--- src/rtl/daq_defs.svh ---
// Register offsets, field positions and fixed codes of the paged register bank
// Notes on behaviour
// - Hold-off bit set discards later page-register writes
// - Reset bit reinitialises the whole acquisition logic
// - Page bits select page at offsets 1-31
// - Offsets 24-26 hold 24-bit pulse load value
// - Command mode loads period or duty counter
// - Config bit 3 picks fast or 100 kHz clock
// - Config bit 2 sets output active level
// - Calibration data forwarded; read byte valid after busy
// - Storage read/write; trim converters write only
// - Storage uses eight address bits, trim three
// - Storage enable starts transfer, direction bit chosen
// - Trim enable starts transfer, overriding storage enable
// - Reload copies storage 0-7 into trims, busy
// - Reference mux bit routes references, reads back
// - Status shows trim and storage busy bits
// - Storage enable needs key 0xA5 first; reload does not
// - Offset 31 reads design revision code
// - ID page gives input count, depth, outputs
// - ID page gives pin count and pulse/timer counts
// - Offsets 28-29 give 16-bit chip identifier
// - Page 3 returns 31 fixed text bytes
`ifndef DAQ_DEFS_SVH
`define DAQ_DEFS_SVH
`define OFS_PAGE        5'h00
`define OFS_LOAD_LO     5'h18
`define OFS_LOAD_MID    5'h19
`define OFS_LOAD_HI     5'h1A
`define OFS_PCMD        5'h1B
`define OFS_CAL_DATA    5'h1C
`define OFS_CAL_ADDR    5'h1D
`define OFS_CAL_CTRL    5'h1E
`define OFS_KEY         5'h1F
`define PG_MAIN         2'h0
`define PG_EXT          2'h1
`define PG_ID           2'h2
`define PG_TEXT         2'h3
`define B_WRITE_IGNORE_LATCH       7
`define B_RESET         6
`define B_FLAG          7
`define B_CLK           3
`define B_POL           2
`define B_PULSE_OUTPUT_ON         1
`define B_ENA           0
`define B_STORAGE_TRANSFER_GO         7
`define B_STORAGE_DIRECTION         6
`define B_RELOAD        5
`define B_MUX           4
`define B_TD_EN         3
`define STORAGE_KEY     8'hA5
`define ANALOG_CFG_RST  8'h04
`define FIFO_THR_RST    11'h400
`define REV_CODE        8'h3C // Arbitrary value
`define ID_COUNT_IN     8'h20
`define ID_DEPTH        3'h1
`define ID_COUNT_OUT    5'h04
`define ID_COUNT_PIN    8'h28
`define ID_PWM_CTR      8'h42
`define CHIP_ID         16'h9A5C // Arbitrary value, top bit marks released
`define CHIP_ID_LO      8'h5C
`define CHIP_ID_HI      8'h9A
`define TRIM_LAST       3'h7
`define BIT_TIME_NS     1000
`define CLK_NS          50
`define BIT_CYC         ((`BIT_TIME_NS + `CLK_NS - 1) / `CLK_NS)
`endif

--- src/rtl/daq_pkg.sv ---
// Types shared by the register bank, its checker and its testbench
package daq_pkg;
   typedef enum logic [3:0] {
      S_IDLE = 4'b0001,
      S_SHIFT = 4'b0010,
      S_DONE = 4'b0100,
      S_NEXT = 4'b1000
   } cal_state_t;
   typedef logic [7:0] byte_t;
endpackage : daq_pkg

--- src/rtl/cal_serial.sv ---
// Serial shifter that clocks one calibration frame out and one byte in
`include "daq_defs.svh"
module cal_serial (
   input  wire logic         ref_clk,
   input  wire logic         nrst,
   input  wire logic         clk_en,
   input  wire logic         start,
   input  wire logic [17:0]  frame,
   input  wire logic         sdi,
   output logic              busy,
   output logic              done,
   output logic              sclk,
   output logic              sdo,
   output logic [7:0]        rx
);
   localparam logic [5:0] BIT_CYC = 6'(`BIT_CYC);
   logic [5:0]  div_q, div_d;
   logic [4:0]  cnt_q, cnt_d;
   logic [17:0] sh_q, sh_d;
   logic [7:0]  rx_q, rx_d;
   logic        busy_q, busy_d, done_q, done_d, sclk_q, sclk_d;
   always_comb begin
      div_d = div_q;
      cnt_d = cnt_q;
      sh_d = sh_q;
      rx_d = rx_q;
      busy_d = busy_q;
      done_d = 1'b0;
      sclk_d = sclk_q;
      if (!busy_q) begin
         if (start) begin
            sh_d = frame;
            cnt_d = 5'h12;
            div_d = 6'h00;
            busy_d = 1'b1;
            sclk_d = 1'b0;
         end
      end else if (div_q == BIT_CYC - 6'h01) begin
         div_d = 6'h00;
         sclk_d = ~sclk_q;
         // Sample on rising half, shift on falling half
         if (!sclk_q) begin
            rx_d = {rx_q[6:0], sdi};
         end else begin
            sh_d = {sh_q[16:0], 1'b0};
            cnt_d = cnt_q - 5'h01;
            if (cnt_q == 5'h01) begin
               busy_d = 1'b0;
               done_d = 1'b1;
            end
         end
      end else begin
         div_d = div_q + 6'h01;
      end
   end
   always_ff @(posedge ref_clk or negedge nrst) begin
      if (!nrst) begin
         div_q <= 6'h00;
         cnt_q <= 5'h00;
         sh_q <= 18'h00000;
         rx_q <= 8'h00;
         busy_q <= 1'b0;
         done_q <= 1'b0;
         sclk_q <= 1'b0;
      end else if (clk_en) begin
         div_q <= div_d;
         cnt_q <= cnt_d;
         sh_q <= sh_d;
         rx_q <= rx_d;
         busy_q <= busy_d;
         done_q <= done_d;
         sclk_q <= sclk_d;
      end
   end
   assign busy = busy_q;
   assign done = done_q;
   assign sclk = sclk_q;
   assign sdo = sh_q[17];
   assign rx = rx_q;
endmodule : cal_serial

--- src/rtl/daq_ext_pages.sv ---
// Paged register bank: page select, pulse and calibration page, ID and text pages
`include "daq_defs.svh"
module daq_ext_pages (
   input  wire logic          ref_clk,
   input  wire logic          nrst,
   input  wire logic          clk_en,
   input  wire logic [4:0]    addr,
   input  wire logic [7:0]    wdata,
   input  wire logic          wr_n,
   input  wire logic          rd_n,
   input  wire logic          cs_n,
   output logic [7:0]         rdata,
   input  wire logic          cal_sdi,
   output logic               cal_sclk,
   output logic               cal_sdo,
   output logic               storage_sel_n,
   output logic               trim_sel_n,
   output logic               acq_reset,
   output logic [1:0]         page,
   output logic [23:0]        pulse_load_value,
   output logic [1:0]         pulse_sel,
   output logic               pulse_load_period,
   output logic               pulse_load_duty,
   output logic               pulse_slow_clk,
   output logic [3:0]         pulse_active_level,
   output logic [3:0]         pulse_output_on,
   output logic [3:0]         pulse_run,
   output logic               reference_mux_on,
   output daq_pkg::byte_t     analog_cfg_init,
   output logic [10:0]        fifo_thr_init
);
   import daq_pkg::*;
   ////////////////////////////////////////////////////////////////////////////
   // Host strobe sync: pins cross from the ISA side through three stages
   logic [2:0] wr_s_q, rd_s_q, cs_s_q;
   logic       wr_ev_q, rd_ev_q;
   logic       wr_lvl, rd_lvl;
   logic       wr_go, rd_go;
   logic [1:0] page_q, page_d;
   always_ff @(posedge ref_clk or negedge nrst) begin
      if (!nrst) begin
         wr_s_q <= 3'h7;
         rd_s_q <= 3'h7;
         cs_s_q <= 3'h7;
         wr_ev_q <= 1'b0;
         rd_ev_q <= 1'b0;
      end else if (clk_en) begin
         wr_s_q <= {wr_s_q[1:0], wr_n};
         rd_s_q <= {rd_s_q[1:0], rd_n};
         cs_s_q <= {cs_s_q[1:0], cs_n};
         wr_ev_q <= wr_lvl;
         rd_ev_q <= rd_lvl;
      end
   end
   // Act once the second and third stages agree on an asserted strobe
   assign wr_lvl = !wr_s_q[1] && !wr_s_q[2] && !cs_s_q[1] && !cs_s_q[2];
   assign rd_lvl = !rd_s_q[1] && !rd_s_q[2] && !cs_s_q[1] && !cs_s_q[2];
   // Level remembered so a long strobe acts only once
   assign wr_go = wr_lvl && !wr_ev_q;
   assign rd_go = rd_lvl && !rd_ev_q;
   // Address and data are stable for the whole strobe, so sampling them is safe
   logic wr_page, wr_ext;
   assign wr_page = wr_go && (addr == `OFS_PAGE);
   assign wr_ext = wr_go && (page_q == `PG_EXT);
   ////////////////////////////////////////////////////////////////////////////
   // Page, reset and pulse registers
   logic        hold_q, hold_d, arst_q, arst_d;
   logic [23:0] load_q, load_d;
   logic [1:0]  psel_q, psel_d;
   logic        lp_q, lp_d, ld_q, ld_d, slow_q, slow_d;
   logic [3:0]  pol_q, pol_d, oen_q, oen_d, run_q, run_d;
   always_comb begin
      page_d = page_q;
      hold_d = hold_q;
      arst_d = 1'b0;
      load_d = load_q;
      psel_d = psel_q;
      lp_d = 1'b0;
      ld_d = 1'b0;
      slow_d = slow_q;
      pol_d = pol_q;
      oen_d = oen_q;
      run_d = run_q;
      if (wr_page && !hold_q) begin
         hold_d = wdata[`B_WRITE_IGNORE_LATCH];
         page_d = wdata[1:0];
         arst_d = wdata[`B_RESET];
      end
      if (wr_ext) begin
         case (addr)
            `OFS_LOAD_LO: load_d[7:0] = wdata;
            `OFS_LOAD_MID: load_d[15:8] = wdata;
            `OFS_LOAD_HI: load_d[23:16] = wdata;
            `OFS_PCMD: begin
               psel_d = wdata[5:4];
               if (!wdata[`B_FLAG]) begin
                  // Nonzero bits 1-3 are not a load command
                  if (wdata[3:1] == 3'h0) begin
                     lp_d = !wdata[`B_ENA];
                     ld_d = wdata[`B_ENA];
                  end
               end else begin
                  slow_d = wdata[`B_CLK];
                  pol_d[wdata[5:4]] = wdata[`B_POL];
                  oen_d[wdata[5:4]] = wdata[`B_PULSE_OUTPUT_ON];
                  // Gated here so the run output stays a bare flop
                  run_d[wdata[5:4]] = wdata[`B_ENA] && wdata[`B_PULSE_OUTPUT_ON];
               end
            end
            default: ;
         endcase
      end
   end
   always_ff @(posedge ref_clk or negedge nrst) begin
      if (!nrst) begin
         page_q <= `PG_MAIN;
         hold_q <= 1'b0;
         arst_q <= 1'b0;
         load_q <= 24'h000000;
         psel_q <= 2'h0;
         lp_q <= 1'b0;
         ld_q <= 1'b0;
         slow_q <= 1'b0;
         pol_q <= 4'h0;
         oen_q <= 4'h0;
         run_q <= 4'h0;
      end else if (clk_en) begin
         page_q <= page_d;
         hold_q <= hold_d;
         arst_q <= arst_d;
         load_q <= load_d;
         psel_q <= psel_d;
         lp_q <= lp_d;
         ld_q <= ld_d;
         slow_q <= slow_d;
         pol_q <= pol_d;
         oen_q <= oen_d;
         run_q <= run_d;
      end
   end
   ////////////////////////////////////////////////////////////////////////////
   // Calibration storage and trim converter engine
   cal_state_t  st_q, st_d;
   logic [7:0]  cdat_q, cdat_d, cadr_q, cadr_d;
   logic        key_q, key_d, mux_q, mux_d, rd_dir_q, rd_dir_d;
   logic        trim_q, trim_d, reload_q, reload_d, eesel_q, eesel_d, tdsel_q, tdsel_d;
   logic [2:0]  ridx_q, ridx_d;
   logic        go_d, go_q;
   logic [17:0] frame_d, frame_q;
   logic        ser_busy, ser_done;
   logic [7:0]  ser_rx;
   always_comb begin
      st_d = st_q;
      cdat_d = cdat_q;
      cadr_d = cadr_q;
      key_d = key_q;
      mux_d = mux_q;
      rd_dir_d = rd_dir_q;
      trim_d = trim_q;
      reload_d = reload_q;
      eesel_d = eesel_q;
      tdsel_d = tdsel_q;
      ridx_d = ridx_q;
      go_d = 1'b0;
      frame_d = frame_q;
      // Writes while busy are the host's fault; dropped to protect the frame
      if (wr_ext && st_q == S_IDLE) begin
         case (addr)
            `OFS_CAL_DATA: cdat_d = wdata;
            `OFS_CAL_ADDR: cadr_d = wdata;
            `OFS_KEY: key_d = (wdata == `STORAGE_KEY);
            `OFS_CAL_CTRL: begin
               mux_d = wdata[`B_MUX];
               if (wdata[`B_TD_EN]) begin
                  trim_d = 1'b1;
                  tdsel_d = 1'b1;
                  rd_dir_d = 1'b0;
                  frame_d = {1'b0, 1'b0, 5'h00, cadr_q[2:0], cdat_q};
                  go_d = 1'b1;
                  st_d = S_SHIFT;
               end else if (wdata[`B_RELOAD]) begin
                  reload_d = 1'b1;
                  ridx_d = 3'h0;
                  rd_dir_d = 1'b1;
                  eesel_d = 1'b1;
                  frame_d = {1'b1, 1'b1, 8'h00, 8'h00};
                  go_d = 1'b1;
                  st_d = S_SHIFT;
               end else if (wdata[`B_STORAGE_TRANSFER_GO] && key_q) begin
                  key_d = 1'b0;
                  rd_dir_d = wdata[`B_STORAGE_DIRECTION];
                  eesel_d = 1'b1;
                  frame_d = {1'b1, wdata[`B_STORAGE_DIRECTION], cadr_q, cdat_q};
                  go_d = 1'b1;
                  st_d = S_SHIFT;
               end
            end
            default: ;
         endcase
      end
      case (st_q)
         S_IDLE: ;
         S_SHIFT: begin
            if (ser_done) begin
               st_d = S_DONE;
            end
         end
         S_DONE: begin
            eesel_d = 1'b0;
            tdsel_d = 1'b0;
            if (rd_dir_q && !reload_q) begin
               cdat_d = ser_rx;
            end
            if (reload_q && rd_dir_q) begin
               // Storage byte fetched, now write it into the trim at same index
               rd_dir_d = 1'b0;
               tdsel_d = 1'b1;
               frame_d = {1'b0, 1'b0, 5'h00, ridx_q, ser_rx};
               go_d = 1'b1;
               st_d = S_SHIFT;
            end else if (reload_q && ridx_q != `TRIM_LAST) begin
               st_d = S_NEXT;
            end else begin
               trim_d = 1'b0;
               reload_d = 1'b0;
               st_d = S_IDLE;
            end
         end
         S_NEXT: begin
            ridx_d = ridx_q + 3'h1;
            rd_dir_d = 1'b1;
            eesel_d = 1'b1;
            frame_d = {1'b1, 1'b1, 5'h00, ridx_q + 3'h1, 8'h00};
            go_d = 1'b1;
            st_d = S_SHIFT;
         end
         default: st_d = S_IDLE;
      endcase
   end
   always_ff @(posedge ref_clk or negedge nrst) begin
      if (!nrst) begin
         st_q <= S_IDLE;
         cdat_q <= 8'h00;
         cadr_q <= 8'h00;
         key_q <= 1'b0;
         mux_q <= 1'b0;
         rd_dir_q <= 1'b0;
         trim_q <= 1'b0;
         reload_q <= 1'b0;
         eesel_q <= 1'b0;
         tdsel_q <= 1'b0;
         ridx_q <= 3'h0;
         go_q <= 1'b0;
         frame_q <= 18'h00000;
      end else if (clk_en) begin
         st_q <= st_d;
         cdat_q <= cdat_d;
         cadr_q <= cadr_d;
         key_q <= key_d;
         mux_q <= mux_d;
         rd_dir_q <= rd_dir_d;
         trim_q <= trim_d;
         reload_q <= reload_d;
         eesel_q <= eesel_d;
         tdsel_q <= tdsel_d;
         ridx_q <= ridx_d;
         go_q <= go_d;
         frame_q <= frame_d;
      end
   end
   cal_serial u_ser (
      .ref_clk (ref_clk),
      .nrst    (nrst),
      .clk_en  (clk_en),
      .start   (go_q),
      .frame   (frame_q),
      .sdi     (cal_sdi),
      .busy    (ser_busy),
      .done    (ser_done),
      .sclk    (cal_sclk),
      .sdo     (cal_sdo),
      .rx      (ser_rx)
   );
   ////////////////////////////////////////////////////////////////////////////
   // Read data, registered on the read event
   logic [7:0] text_rom [0:31];
   localparam logic [247:0] TEXT = "(c) DAQ logic core, all rights.";
   genvar gi;
   generate
      for (gi = 1; gi < 32; gi++) begin : g_text
         assign text_rom[gi] = TEXT[(31 - gi) * 8 +: 8];
      end
   endgenerate
   assign text_rom[0] = 8'h00;
   logic [7:0] rd_q, rd_d;
   logic       busy_any;
   assign busy_any = (st_q != S_IDLE) || ser_busy;
   always_comb begin
      rd_d = rd_q;
      if (rd_go) begin
         rd_d = 8'h00;
         case (page_q)
            `PG_EXT: begin
               case (addr)
                  `OFS_CAL_DATA: rd_d = cdat_q;
                  `OFS_CAL_ADDR: rd_d = cadr_q;
                  `OFS_CAL_CTRL: rd_d = {1'b0, busy_any && (trim_q || reload_q),
                     busy_any && !trim_q && !reload_q, mux_q, 4'h0};
                  `OFS_KEY: rd_d = `REV_CODE;
                  default: rd_d = 8'h00;
               endcase
            end
            `PG_ID: begin
               case (addr)
                  `OFS_LOAD_LO: rd_d = `ID_COUNT_IN;
                  `OFS_LOAD_MID: rd_d = {`ID_DEPTH, `ID_COUNT_OUT};
                  `OFS_LOAD_HI: rd_d = `ID_COUNT_PIN;
                  `OFS_PCMD: rd_d = `ID_PWM_CTR;
                  `OFS_CAL_DATA: rd_d = `CHIP_ID_LO;
                  `OFS_CAL_ADDR: rd_d = `CHIP_ID_HI;
                  default: rd_d = 8'h00;
               endcase
            end
            `PG_TEXT: rd_d = text_rom[addr];
            default: rd_d = 8'h00;
         endcase
      end
   end
   always_ff @(posedge ref_clk or negedge nrst) begin
      if (!nrst) begin
         rd_q <= 8'h00;
      end else if (clk_en) begin
         rd_q <= rd_d;
      end
   end
   ////////////////////////////////////////////////////////////////////////////
   assign rdata = rd_q;
   assign storage_sel_n = !eesel_q;
   assign trim_sel_n = !tdsel_q;
   assign acq_reset = arst_q;
   assign page = page_q;
   assign pulse_load_value = load_q;
   assign pulse_sel = psel_q;
   assign pulse_load_period = lp_q;
   assign pulse_load_duty = ld_q;
   assign pulse_slow_clk = slow_q;
   assign pulse_active_level = pol_q;
   // Disabled output rests at the inactive level set by polarity
   assign pulse_output_on = oen_q;
   assign pulse_run = run_q;
   assign reference_mux_on = mux_q;
   assign analog_cfg_init = `ANALOG_CFG_RST;
   assign fifo_thr_init = `FIFO_THR_RST;
endmodule : daq_ext_pages

--- config.mk ---
export PLATFORM = sky130hd
export DESIGN_NAME = daq_ext_pages
export DESIGN_NICKNAME = d
export VERILOG_FILES = /design/src/rtl/daq_pkg.sv /design/src/rtl/cal_serial.sv /design/src/rtl/daq_ext_pages.sv
export VERILOG_INCLUDE_DIRS = /design/src /design/src/rtl
export SDC_FILE = /design/constraint.sdc
export NUM_CORES = 1
export LEC_CHECK = 0
export ABC_CLOCK_PERIOD_IN_PS = 7300
export BUFFER_PORTS_ARGS = -buffer_cell sky130_fd_sc_hd__buf_2
export CORE_ASPECT_RATIO = 0.6
export CORE_UTILIZATION = 63
export CTS_CLUSTER_DIAMETER = 30
export DETAILED_ROUTE_END_ITERATION = 12
export PLACE_DENSITY = 0.86
export REMOVE_ABC_BUFFERS = 1
export SLEW_MARGIN = 25
export SYNTH_ARGS = -nofsm -noshare
export SYNTH_HDL_FRONTEND = slang
export SYNTH_SLANG_ARGS = --single-unit
--- constraint.sdc ---
create_clock -name ref_clk -period 7.3 [get_ports ref_clk]
set_clock_uncertainty 0.05 [all_clocks]
set_input_delay 0.365 -clock ref_clk [delete_from_list [all_inputs] [get_ports ref_clk]]
set_output_delay 0.365 -clock ref_clk [all_outputs]
set_load 0.02 [all_outputs]
# --- Word level (Yosys, flattened, before mapping) ---
# Memories as Yosys holds them, arrays and structs flattened.
# Index checks and enable logic that the tools add are counted.
totals:
  regBits: 153
  rom_bits: 256
  input_bits: 20
  out_inout_bits: 76
  elab_cells: 251
  n_memories: 1
op_classes:
  addsub: 3
  n_lt_le_gt_ge: 3
  n_eq_ne: 27
  muxes: 109
  n_bitwise: 2
  n_reduce_logical: 67
memory_table:
  columns: ["memory", "depth", "word_bits", "read_ports", "rd_clocked_by_memory_dff", "wr", "line", "rtl"]
  rows:
  - ["(no name shown)", 32, 8, 1, 0, 0, "daq_ext_pages.sv:324", "`PG_TEXT: rd_d = text_rom[addr];"]
ops:
  columns: ["operator", "count"]
  rows:
  - ["two-way mux 18 bit", 10]
  - ["two-way mux 1 bit", 60]
  - ["two-way mux 8 bit", 6]
  - ["one-hot mux 8 bit (6 select lines)", 1]
  - ["equality test 5 bit (second input constant)", 8]
  - ["one-hot mux 18 bit (2 select lines)", 1]
  - ["two-way mux 4 bit", 8]
  - ["one-hot mux 8 bit (4 select lines)", 1]
  - ["one-hot mux 8 bit (3 select lines)", 1]
  - ["logical AND 1 bit", 21]
  - ["AND reduction 3 bit", 7]
  - ["two-way mux 5 bit", 4]
  - ["two-way mux 6 bit", 3]
  - ["one-hot mux 4 bit (4 select lines)", 1]
  - ["AND reduction 4 bit", 4]
  - ["nonzero test 2 bit", 8]
  - ["two-way mux 3 bit", 5]
  - ["zero test 1 bit", 14]
  - ["bitwise mux 4 bit", 3]
  - ["inequality test 2 bit (second input constant)", 5]
  - ["AND reduction 5 bit", 2]
  - ["equality test 8 bit (second input constant)", 1]
  - ["one-hot mux 1 bit (2 select lines)", 4]
  - ["adder 6 x 1 -> 6 bit (second input constant)", 1]
  - ["27 further kinds", 32]

# --- Depth between registers and ports, before layout ---
# Gate-level depths: netlist of the first run.
logic_depth:
  word_depth: 11
  depth_mapped: 9
  mapped_depth_nobuf: 7

# --- Modules after synthesis ---
# A second synthesis of the first run with hierarchy kept.
hier_totals:
  hier_cells: 759
  area_unflattened_um2: 8054.0
by_module_without_submodules:
  columns: ["module", "n_inst", "cells_each", "area_each_um2", "seq_area_each_um2"]
  rows:
  - ["daq_ext_pages", 1, 551, 5938.2, 2840.2]
  - ["cal_serial", 1, 208, 2115.8, 1001.0]

# --- Worst setup path after synthesis of the first run ---
# OpenSTA, ideal clock, no wires.
synth_timing:
  path_type: "reg2reg"
  from: "reg page_q[1], in the netlist page[1]"
  to: "reg pol_q[2], in the netlist pulse_active_level[2]"
  setup_ns: 0.125
  t_arrival_ns: 2.237
  required_time_ns: 7.125
  path_slack_ns: 4.888
  path_stages_with_launch: 5
  n_path_buf: 0
  synth_period_minus_slack_ns: 2.412
  path_cell_list: "dfrtp_1 -> or4bb_1 -> or4_4 -> or4_4 -> mux2_4"
synth_via:
  elab_chain_len: 3
synth_lines:
  columns: ["item", "line", "rtl"]
  rows:
  - ["start, declared", "daq_ext_pages.sv:39", "logic [1:0] page_q, page_d;"]
  - ["start signal, assigned", "daq_ext_pages.sv:116", "page_q <= `PG_MAIN;"]
  - ["start signal, assigned", "daq_ext_pages.sv:128", "page_q <= page_d;"]
  - ["equality test 2 x 1 -> 1 bit", null, null]
  - ["logical AND 1 bit", "daq_ext_pages.sv:64", "assign wr_ext = wr_go && (page_q == `PG_EXT);"]
  - ["AND reduction 4 bit (no source line)", null, null]
  - ["end signal, assigned", "daq_ext_pages.sv:136", "pol_q <= pol_d;"]
  - ["end, declared", "daq_ext_pages.sv:71", "logic [3:0] pol_q, pol_d, oen_q, oen_d, run_q, run_d;"]
# No other way between the ends.
# A chain may end at the register's enable or synchronous reset.

# --- Worst setup path in the final report of the first run ---
layout_timing:
  from: "reg st_q[0]"
  to: "reg frame_q[15]"
layout_via:
  elab_chain_len: 5
  elab_cells_between_ends: 7
  classes_between: "3 x eq/ne; 3 x mux; 1 x reduce/logical"
layout_lines:
  columns: ["item", "line", "rtl"]
  rows:
  - ["start, declared", "daq_ext_pages.sv:143", "cal_state_t st_q, st_d;"]
  - ["start signal, assigned", "daq_ext_pages.sv:256", "st_q <= st_d;"]
  - ["equality test 4 x 1 -> 1 bit", "daq_ext_pages.sv:167", "if (wr_ext && st_q == S_IDLE) begin"]
  - ["logical AND 1 bit", "daq_ext_pages.sv:167", null]
  - ["two-way mux 18 bit", "daq_ext_pages.sv:167", null]
  - ["two-way mux 18 bit", "daq_ext_pages.sv:214", "if (reload_q && rd_dir_q) begin"]
  - ["one-hot mux 18 bit (2 select lines) *", "daq_ext_pages.sv:201", "case (st_q)"]
  - ["end signal, assigned", "daq_ext_pages.sv:268", "frame_q <= frame_d;"]
  - ["end, declared", "daq_ext_pages.sv:149", "logic [17:0] frame_d, frame_q;"]
# Mark *: on every way between the ends. The rest lies on a longest branch, timed or not.

==> flow_metrics.py, run 1 <==
metrics = {
    "power": {
        "p_comb_share_pct": 17.0,
        "pwr-share-seq_pct": 45.3,
        "p_clk_share_pct": 37.7,
        "power.density_mw_per_mm2": 267.1,
        "ir_worst_vdd_mv": 0.1826,
        "switching_share_pct": 29.98,
        "power_mw": 2.343,
        "cell_internal_pwr_mw": 1.640,
        "total_leakage_power_nw": 4.198,
        "power_switching_mw": 0.7023,
    },
    "finish": {
        "antenna_cells": 0,
        "final_cells": 992,
        "area_growth_pct": 12.41,
        "layout-drive-gt1-share_pct": 23.58,
        "nNetsFinal": 847,
        "fill_cells": 798,
    },
    "drt": {
        "dr.pass1.iters": 5,
        "via_count": 6686,
        "drtAntennaViolNets": 0,
        "vias_per_cell": 6.740,
        "drt_iter0_markers": 827,
        "avgRoutedWirePerCell_um": 20.83,
        "drc": 0,
        "wirelength_um": 20670,
    },
    "clock_network": {
        "ctsHoldBuffers": 1,
        "clkLatencyLatePin_ns": 0.43,
        "clk_path_buf_depth": 2,
        "cts-root-buf": "clkbuf_16",
        "path_clk_slew_ns": 0.07,
        "cts_tree": "done",
        "numCtsBuffers": 17,
        "cts_htree_levels": 4,
        "post_cts.repair.setup_buffers": 0,
        "cts_sinks": 153,
        "ctsResizeCount": 0,
    },
    "placement": {
        "portBuffers": 76,
        "hpwl_um": 13740,
        "dp.cells": 959,
        "finalWeightedCongestion": 0.9469,
    },
    "grt": {
        "grt_max_degree": 79,
        "grt_usage_pct": 34.31,
        "antenna_found_initial": 0,
        "grt-ovfl-total": 0,
        "grt_pass1_vias": 6335,
        "grt_pass1_wl_um": 33670,
    },
    "timing": {
        "rsz0062_at_grt": "false",
        "maxSlewViolCount": 0,
        "fmax_ghz": 0.3134,
        "maxSlewHeadroom_pct": 34.12,
        "setup-tns-final_ns": 0,
        "finalSetupViolations": 0,
        "fin_crit_sh_pct": 43.71,
        "period_needed_ns": 3.191,
        "worst_slew_pin_slew_ns": 0.9745,
        "hold_viol": 0,
    },
    "status": {
        "status": "finished clean",
    },
    "die": {
        "core_mm2": 0.01206,
        "num_rows": 31,
        "die-area_mm2": 0.01285,
        "fp.dieW_um": 145.7,
        "start_util_pct": 64.68,
        "io_pins": 96,
        "fp.dieH_um": 88.21,
    },
    "min_path": {
        "min_path_type": "primary input to flop",
    },
    "yosys": {
        "synth_edf_count": 0,
        "ys_types": 68,
        "synthesis.area_mm2": 0.007802,
        "ys_warn_count": 0,
        "synth_area_leaders": "dfrtp_1 46%, mux2_2 7.8%, o21ai_0 3.7%, nand2_1 3.4%, dfstp_2 3.4%",
        "yosysSeqAreaShare_pct": 49.23,
        "syn_area_per_cell_um2": 10.16,
        "syn_inst": 768,
        "synth.ff_latch_count": 153,
        "async_flop_share_pct": 100.0,
        "ys.flop_type": "dfrtp_1",
        "yosysMostFrequentCell": "dfrtp_1",
        "synth_top_cell_by_area": "dfrtp_1",
        "synthDominantCellAreaShare_pct": 45.86,
        "synth_commonest_cells": "143 x dfrtp_1, 71 x nand2_1, 57 x o21ai_0",
    },
    "critical_path": {
        "start_kind": "flop",
        "cpMaxStageDelayCell": "nor4b_1",
        "critPathArrivalTime_ns": 3.50,
        "critPathCaptureType": "flop",
        "critPathKind": "flop to flop",
        "worstPathMaxFanout": 17,
        "cpPeakStageDelay_ns": 0.81,
        "worstPathRequired_ns": 7.61,
        "cp_cell_sequence": "nor4b_1, and4_1, nand2_1, nor3_1, a22o_1",
    },
    "run": {
        "max_cap_violations": 0,
    },
}
-- per-stage QoR --
stage               area, um2  utilization, %  hold WS, ns  worst slack [ns]
global route             8771           72.71       0.1269             3.921
CTS                      8771           72.71       0.1174             4.226
finish                   8771           72.71       0.1181             4.109
detailed placement       8170           67.73       0.3759             4.233
global placement         8162           67.66       0.3704             3.960
floorplan                7512               -      0.01941             3.980
-- path summary, 6_finish.rpt --
path                       startpoint        endpoint  slack (ns)  cells after the start
max                           st_q[0]     frame_q[15]        4.11                      5
min                              wr_n       wr_s_q[0]        0.12                      2
max reg2reg                   st_q[0]     frame_q[15]        4.11                      5
min reg2reg                    hold_q          hold_q        0.42                      1
max in group asynchronous        nrst  u_ser.sh_q[15]        5.27                      3
min in group asynchronous        nrst        rdata[0]        0.47                      2
-- metal layers --
metal	global-route usage, %	wire length (um)	vias to the layer above
li1	-	-	2845
met1	48.14	8685	3282
met2	51.50	9165	489
met3	9.167	2273	70
met4	13.49	540	0
met5	0	0	-
-- cells in the final DEF, fill, tap and decap left out, types with 9 or more instances in the layout --
master	instances
buf_2	75
a31oi_1	19
conb_1	19
mux2_2	54
nand3_1	18
a21oi_1	46
nand4_1	9
dfstp_2	10
a22o_1	10
dfrtp_1	143
a2bb2oi_1	9
clkbuf_16	17
nor2_1	49
ha_1	13
nor3_1	10
nand2_1	71
mux2i_1	21
inv_1	23
o21ai_0	57
o22ai_1	10
-- cell families (layout without fill, tap and decap cells) --
| kind of cell | Yosys count | after routing | synth area share (%) |
|---|---|---|---|
| AO/OA/AOI/OAI | 209 | 209 | 17.14 |
| XOR/XNOR | 7 | 7 | 0.7858 |
| adder cells (fa/ha/maj) | 13 | 13 | 2.085 |
| buffers and inverters | 98 | 140 | 5.693 |
| flip-flops | 153 | 153 | 49.23 |
| multiplexers | 81 | 81 | 11.83 |
| other | 2 | 19 | 0.09625 |
| AND/OR/NAND/NOR | 205 | 205 | 13.13 |
-- state kept, by name, indices dropped and copies added, names as in the netlist, 4 cells and up --
name	count
st_q	4
cdat_q	8
u_ser.rx	8
u_ser.cnt_q	5
rdata	8
cadr_q	8
pulse_active_level	4
pulse_load_value	24
frame_q	18
pulse_run	4
pulse_output_on	4
u_ser.sh_q	18
u_ser.div_q	6
-- critical path: cells and delay by family (launching register included) --
kind            cells  cell delay, ns
flops               1            0.62
compound gates      1            0.23
simple gates        4            2.22
-- final cells by class --
type | instances | area (um2) | share of cell area [%]
inverter | 24 | 90.09 | 1.027
tap | 165 | 206.4 | 2.354
sequential | 153 | 3841 | 43.79
clock buffer | 20 | 446.7 | 5.093
multi-input combinational | 534 | 3593 | 40.97
clock inverter | 12 | 143.9 | 1.641
timing repair buffer | 84 | 449.2 | 5.121
-- power by group through the flow --
stage               sequential (mW)  combinational (mW)  clock (mW)
CTS                            1.06               0.396       0.882
global placement               1.06               0.372           0
floorplan                      1.10               0.209           0
detailed placement             1.07               0.389           0
finish                         1.06               0.399       0.882
global route                   1.07               0.437       0.922
Power figures use the tool's default switching activity.
==> inputs of run 2 (changes only) <==
--- a/config.mk
+++ b/config.mk
@@ -6,13 +6,13 @@
 export SDC_FILE = /design/constraint.sdc
 export NUM_CORES = 1
 export LEC_CHECK = 0
-export ABC_CLOCK_PERIOD_IN_PS = 7300
+export ABC_CLOCK_PERIOD_IN_PS = 2600
 export BUFFER_PORTS_ARGS = -buffer_cell sky130_fd_sc_hd__buf_2
 export CORE_ASPECT_RATIO = 0.6
-export CORE_UTILIZATION = 63
+export CORE_UTILIZATION = 53
 export CTS_CLUSTER_DIAMETER = 30
 export DETAILED_ROUTE_END_ITERATION = 12
-export PLACE_DENSITY = 0.86
+export PLACE_DENSITY = 0.77
 export REMOVE_ABC_BUFFERS = 1
 export SLEW_MARGIN = 25
 export SYNTH_ARGS = -nofsm -noshare
==> constraint.sdc (replaced) <==
create_clock -name ref_clk -period 2.6 [get_ports ref_clk]
set_clock_uncertainty 0.05 [all_clocks]
set_input_delay 0.13 -clock ref_clk [delete_from_list [all_inputs] [get_ports ref_clk]]
set_output_delay 0.13 -clock ref_clk [all_outputs]
set_load 0.02 [all_outputs]
==> run 2 against run 1 <==
Hold slack got worse by 0.053 ns. Largest cell class unchanged. Global-route usage is 4.9 points lower. Combinational power rose to 2.9 times the previous value. Sequential cell count did not move. Clock power increased to 2.7 times the previous value.
==> flow_metrics.py, run 2 (synthesis results as in run 1) <==
metrics = {
    "finish": {
        "finish.utilization_pct": 64.27,
        "layout_commonest_cell": "dfrtp_1",
        "largest_reg_flops": 24,
        "nNetsFinal": 875,
        "layout-drive-gt1-share_pct": 25.61,
        "final_cell_mix": "143 x dfrtp_1, 75 x buf_2, 71 x nand2_1",
        "antenna_cells": 0,
        "area_growth_pct": 15.30,
        "design_area_mm2": 0.008996,
    },
    "grt": {
        "grt_max_degree": 76,
        "grt_pass1_vias": 6169,
        "grt_usage_pct": 29.40,
        "grt_pass1_wl_um": 33580,
        "antenna_found_initial": 0,
        "grt-ovfl-total": 0,
    },
    "run": {
        "max_cap_violations": 0,
    },
    "timing": {
        "worst_slew_pin_slew_ns": 0.7974,
        "whs_ns": 0.06483,
        "finalSetupViolations": 0,
        "maxSlewViolCount": 0,
        "period_needed_ns": 2.464,
        "setup_ws_ns": 0.1362,
        "hold_viol": 0,
        "fin_crit_sh_pct": 94.76,
        "rsz0062_at_grt": "false",
        "maxSlewHeadroom_pct": 46.16,
        "fmax_ghz": 0.4059,
    },
    "critical_path": {
        "worstPathRequired_ns": 2.85,
        "critPathKind": "flop to flop",
        "critPathCaptureType": "flop",
        "critPathArrivalTime_ns": 2.72,
        "start_kind": "flop",
        "worstPathMaxFanout": 4,
    },
    "drt": {
        "drt_iter0_markers": 838,
        "wirelength_um": 21050,
        "drc": 0,
        "vias_per_cell": 6.211,
        "avgRoutedWirePerCell_um": 20.11,
        "dr.pass1.iters": 7,
        "via_count": 6503,
        "drtAntennaViolNets": 0,
    },
    "power": {
        "power.density_mw_per_mm2": 719.5,
        "power_mw": 6.472,
        "total_leakage_power_nw": 4.323,
        "ir_worst_vdd_mv": 0.4373,
    },
    "clock_network": {
        "cts_tree": "done",
        "cts_sinks": 153,
        "cts_htree_levels": 4,
        "cts-root-buf": "clkbuf_16",
        "post_cts.repair.setup_buffers": 0,
        "clkLatencyLatePin_ns": 0.42,
        "numCtsBuffers": 17,
        "path_clk_slew_ns": 0.07,
        "clk_path_buf_depth": 2,
    },
    "placement": {
        "finalWeightedCongestion": 0.9083,
        "place_ws_ns": 0.08860,
        "placed_cell_area_mm2": 0.008388,
        "hpwl_um": 14910,
        "portBuffers": 76,
    },
    "die": {
        "fp.dieW_um": 158.6,
        "num_rows": 33,
        "io_pins": 96,
        "die-area_mm2": 0.01523,
        "start_util_pct": 55.74,
        "fp.dieH_um": 95.99,
        "core_mm2": 0.01400,
    },
    "status": {
        "status": "finished clean",
    },
    "min_path": {
        "min_path_type": "primary input to flop",
    },
}
run 2: changes by cell type in the layout (fill, tap and decap cells not counted), sizes merged:
| cell | change |
|---|---|
| buf | +24 |
| inv | +6 |
| dlygate4sd3 | +4 |
| clkbuf | -3 |
| bufinv | -2 |
| clkinv | -2 |
| clkinvlp | +1 |
run 2: path summary, 6_finish.rpt:
check                                from                     to  slack, ns  cells past startpoint
worst max register to register  wr_s_q[2]  pulse_active_level[2]       0.14                      4
worst min-delay path             wdata[0]                page[0]       0.06                      3
worst min register to register     hold_q                 hold_q       0.41                      1
max in group asynchronous            nrst              wr_s_q[0]       1.49                      3
min in group asynchronous            nrst         u_ser.sh_q[12]       0.18                      2
worst max-delay path            wr_s_q[2]  pulse_active_level[2]       0.14                      4
run 2: per-layer routing:
layer  vias up  wire length [um]  track usage [%]
met5         -                 0                0
met4         0               194            6.330
met3        31              1933            6.348
met2       362              9125            43.60
li1       2915                 -                -
met1      3195              9797            44.13
run 2: area by class of cell:
cell class                      instances  area, um2
Timing Repair Buffer                  112      681.9
Multi-Input combinational cell        534       3585
Inverter                               24      90.09
Fill cell                            1106       5001
Tap cell                              192      240.2
Sequential cell                       153       3841
Clock inverter                         15      132.6
Clock buffer                           17      425.4
run 2: metrics by stage:
step | std cells | TNS (ns)
finish | 1047 | 0
global route | 1047 | 0
CTS | 1047 | 0
detailed placement | 1010 | 0
global placement | 1010 | 0
floorplan | 711 | -14.01
run 2: timing repair:
action,in CTS,in global routing
resized for setup,0,0
hold buffers,5,0
hold endpoints to repair,55,0
run 2: critical path, stage by stage, from the launching register on:
cell,delay (ns)
dfstp_2,0.37
or4_4,0.58
or4_4,0.56
or4_4,0.47
mux2_4,0.32
run 2: power breakdown:
part	internal (mW)	total (mW)	leakage, nW	switching, mW
Combinational	0.460	1.17	2.10	0.709
Clock	1.25	2.34	0.263	1.08
Sequential	2.73	2.97	1.96	0.241
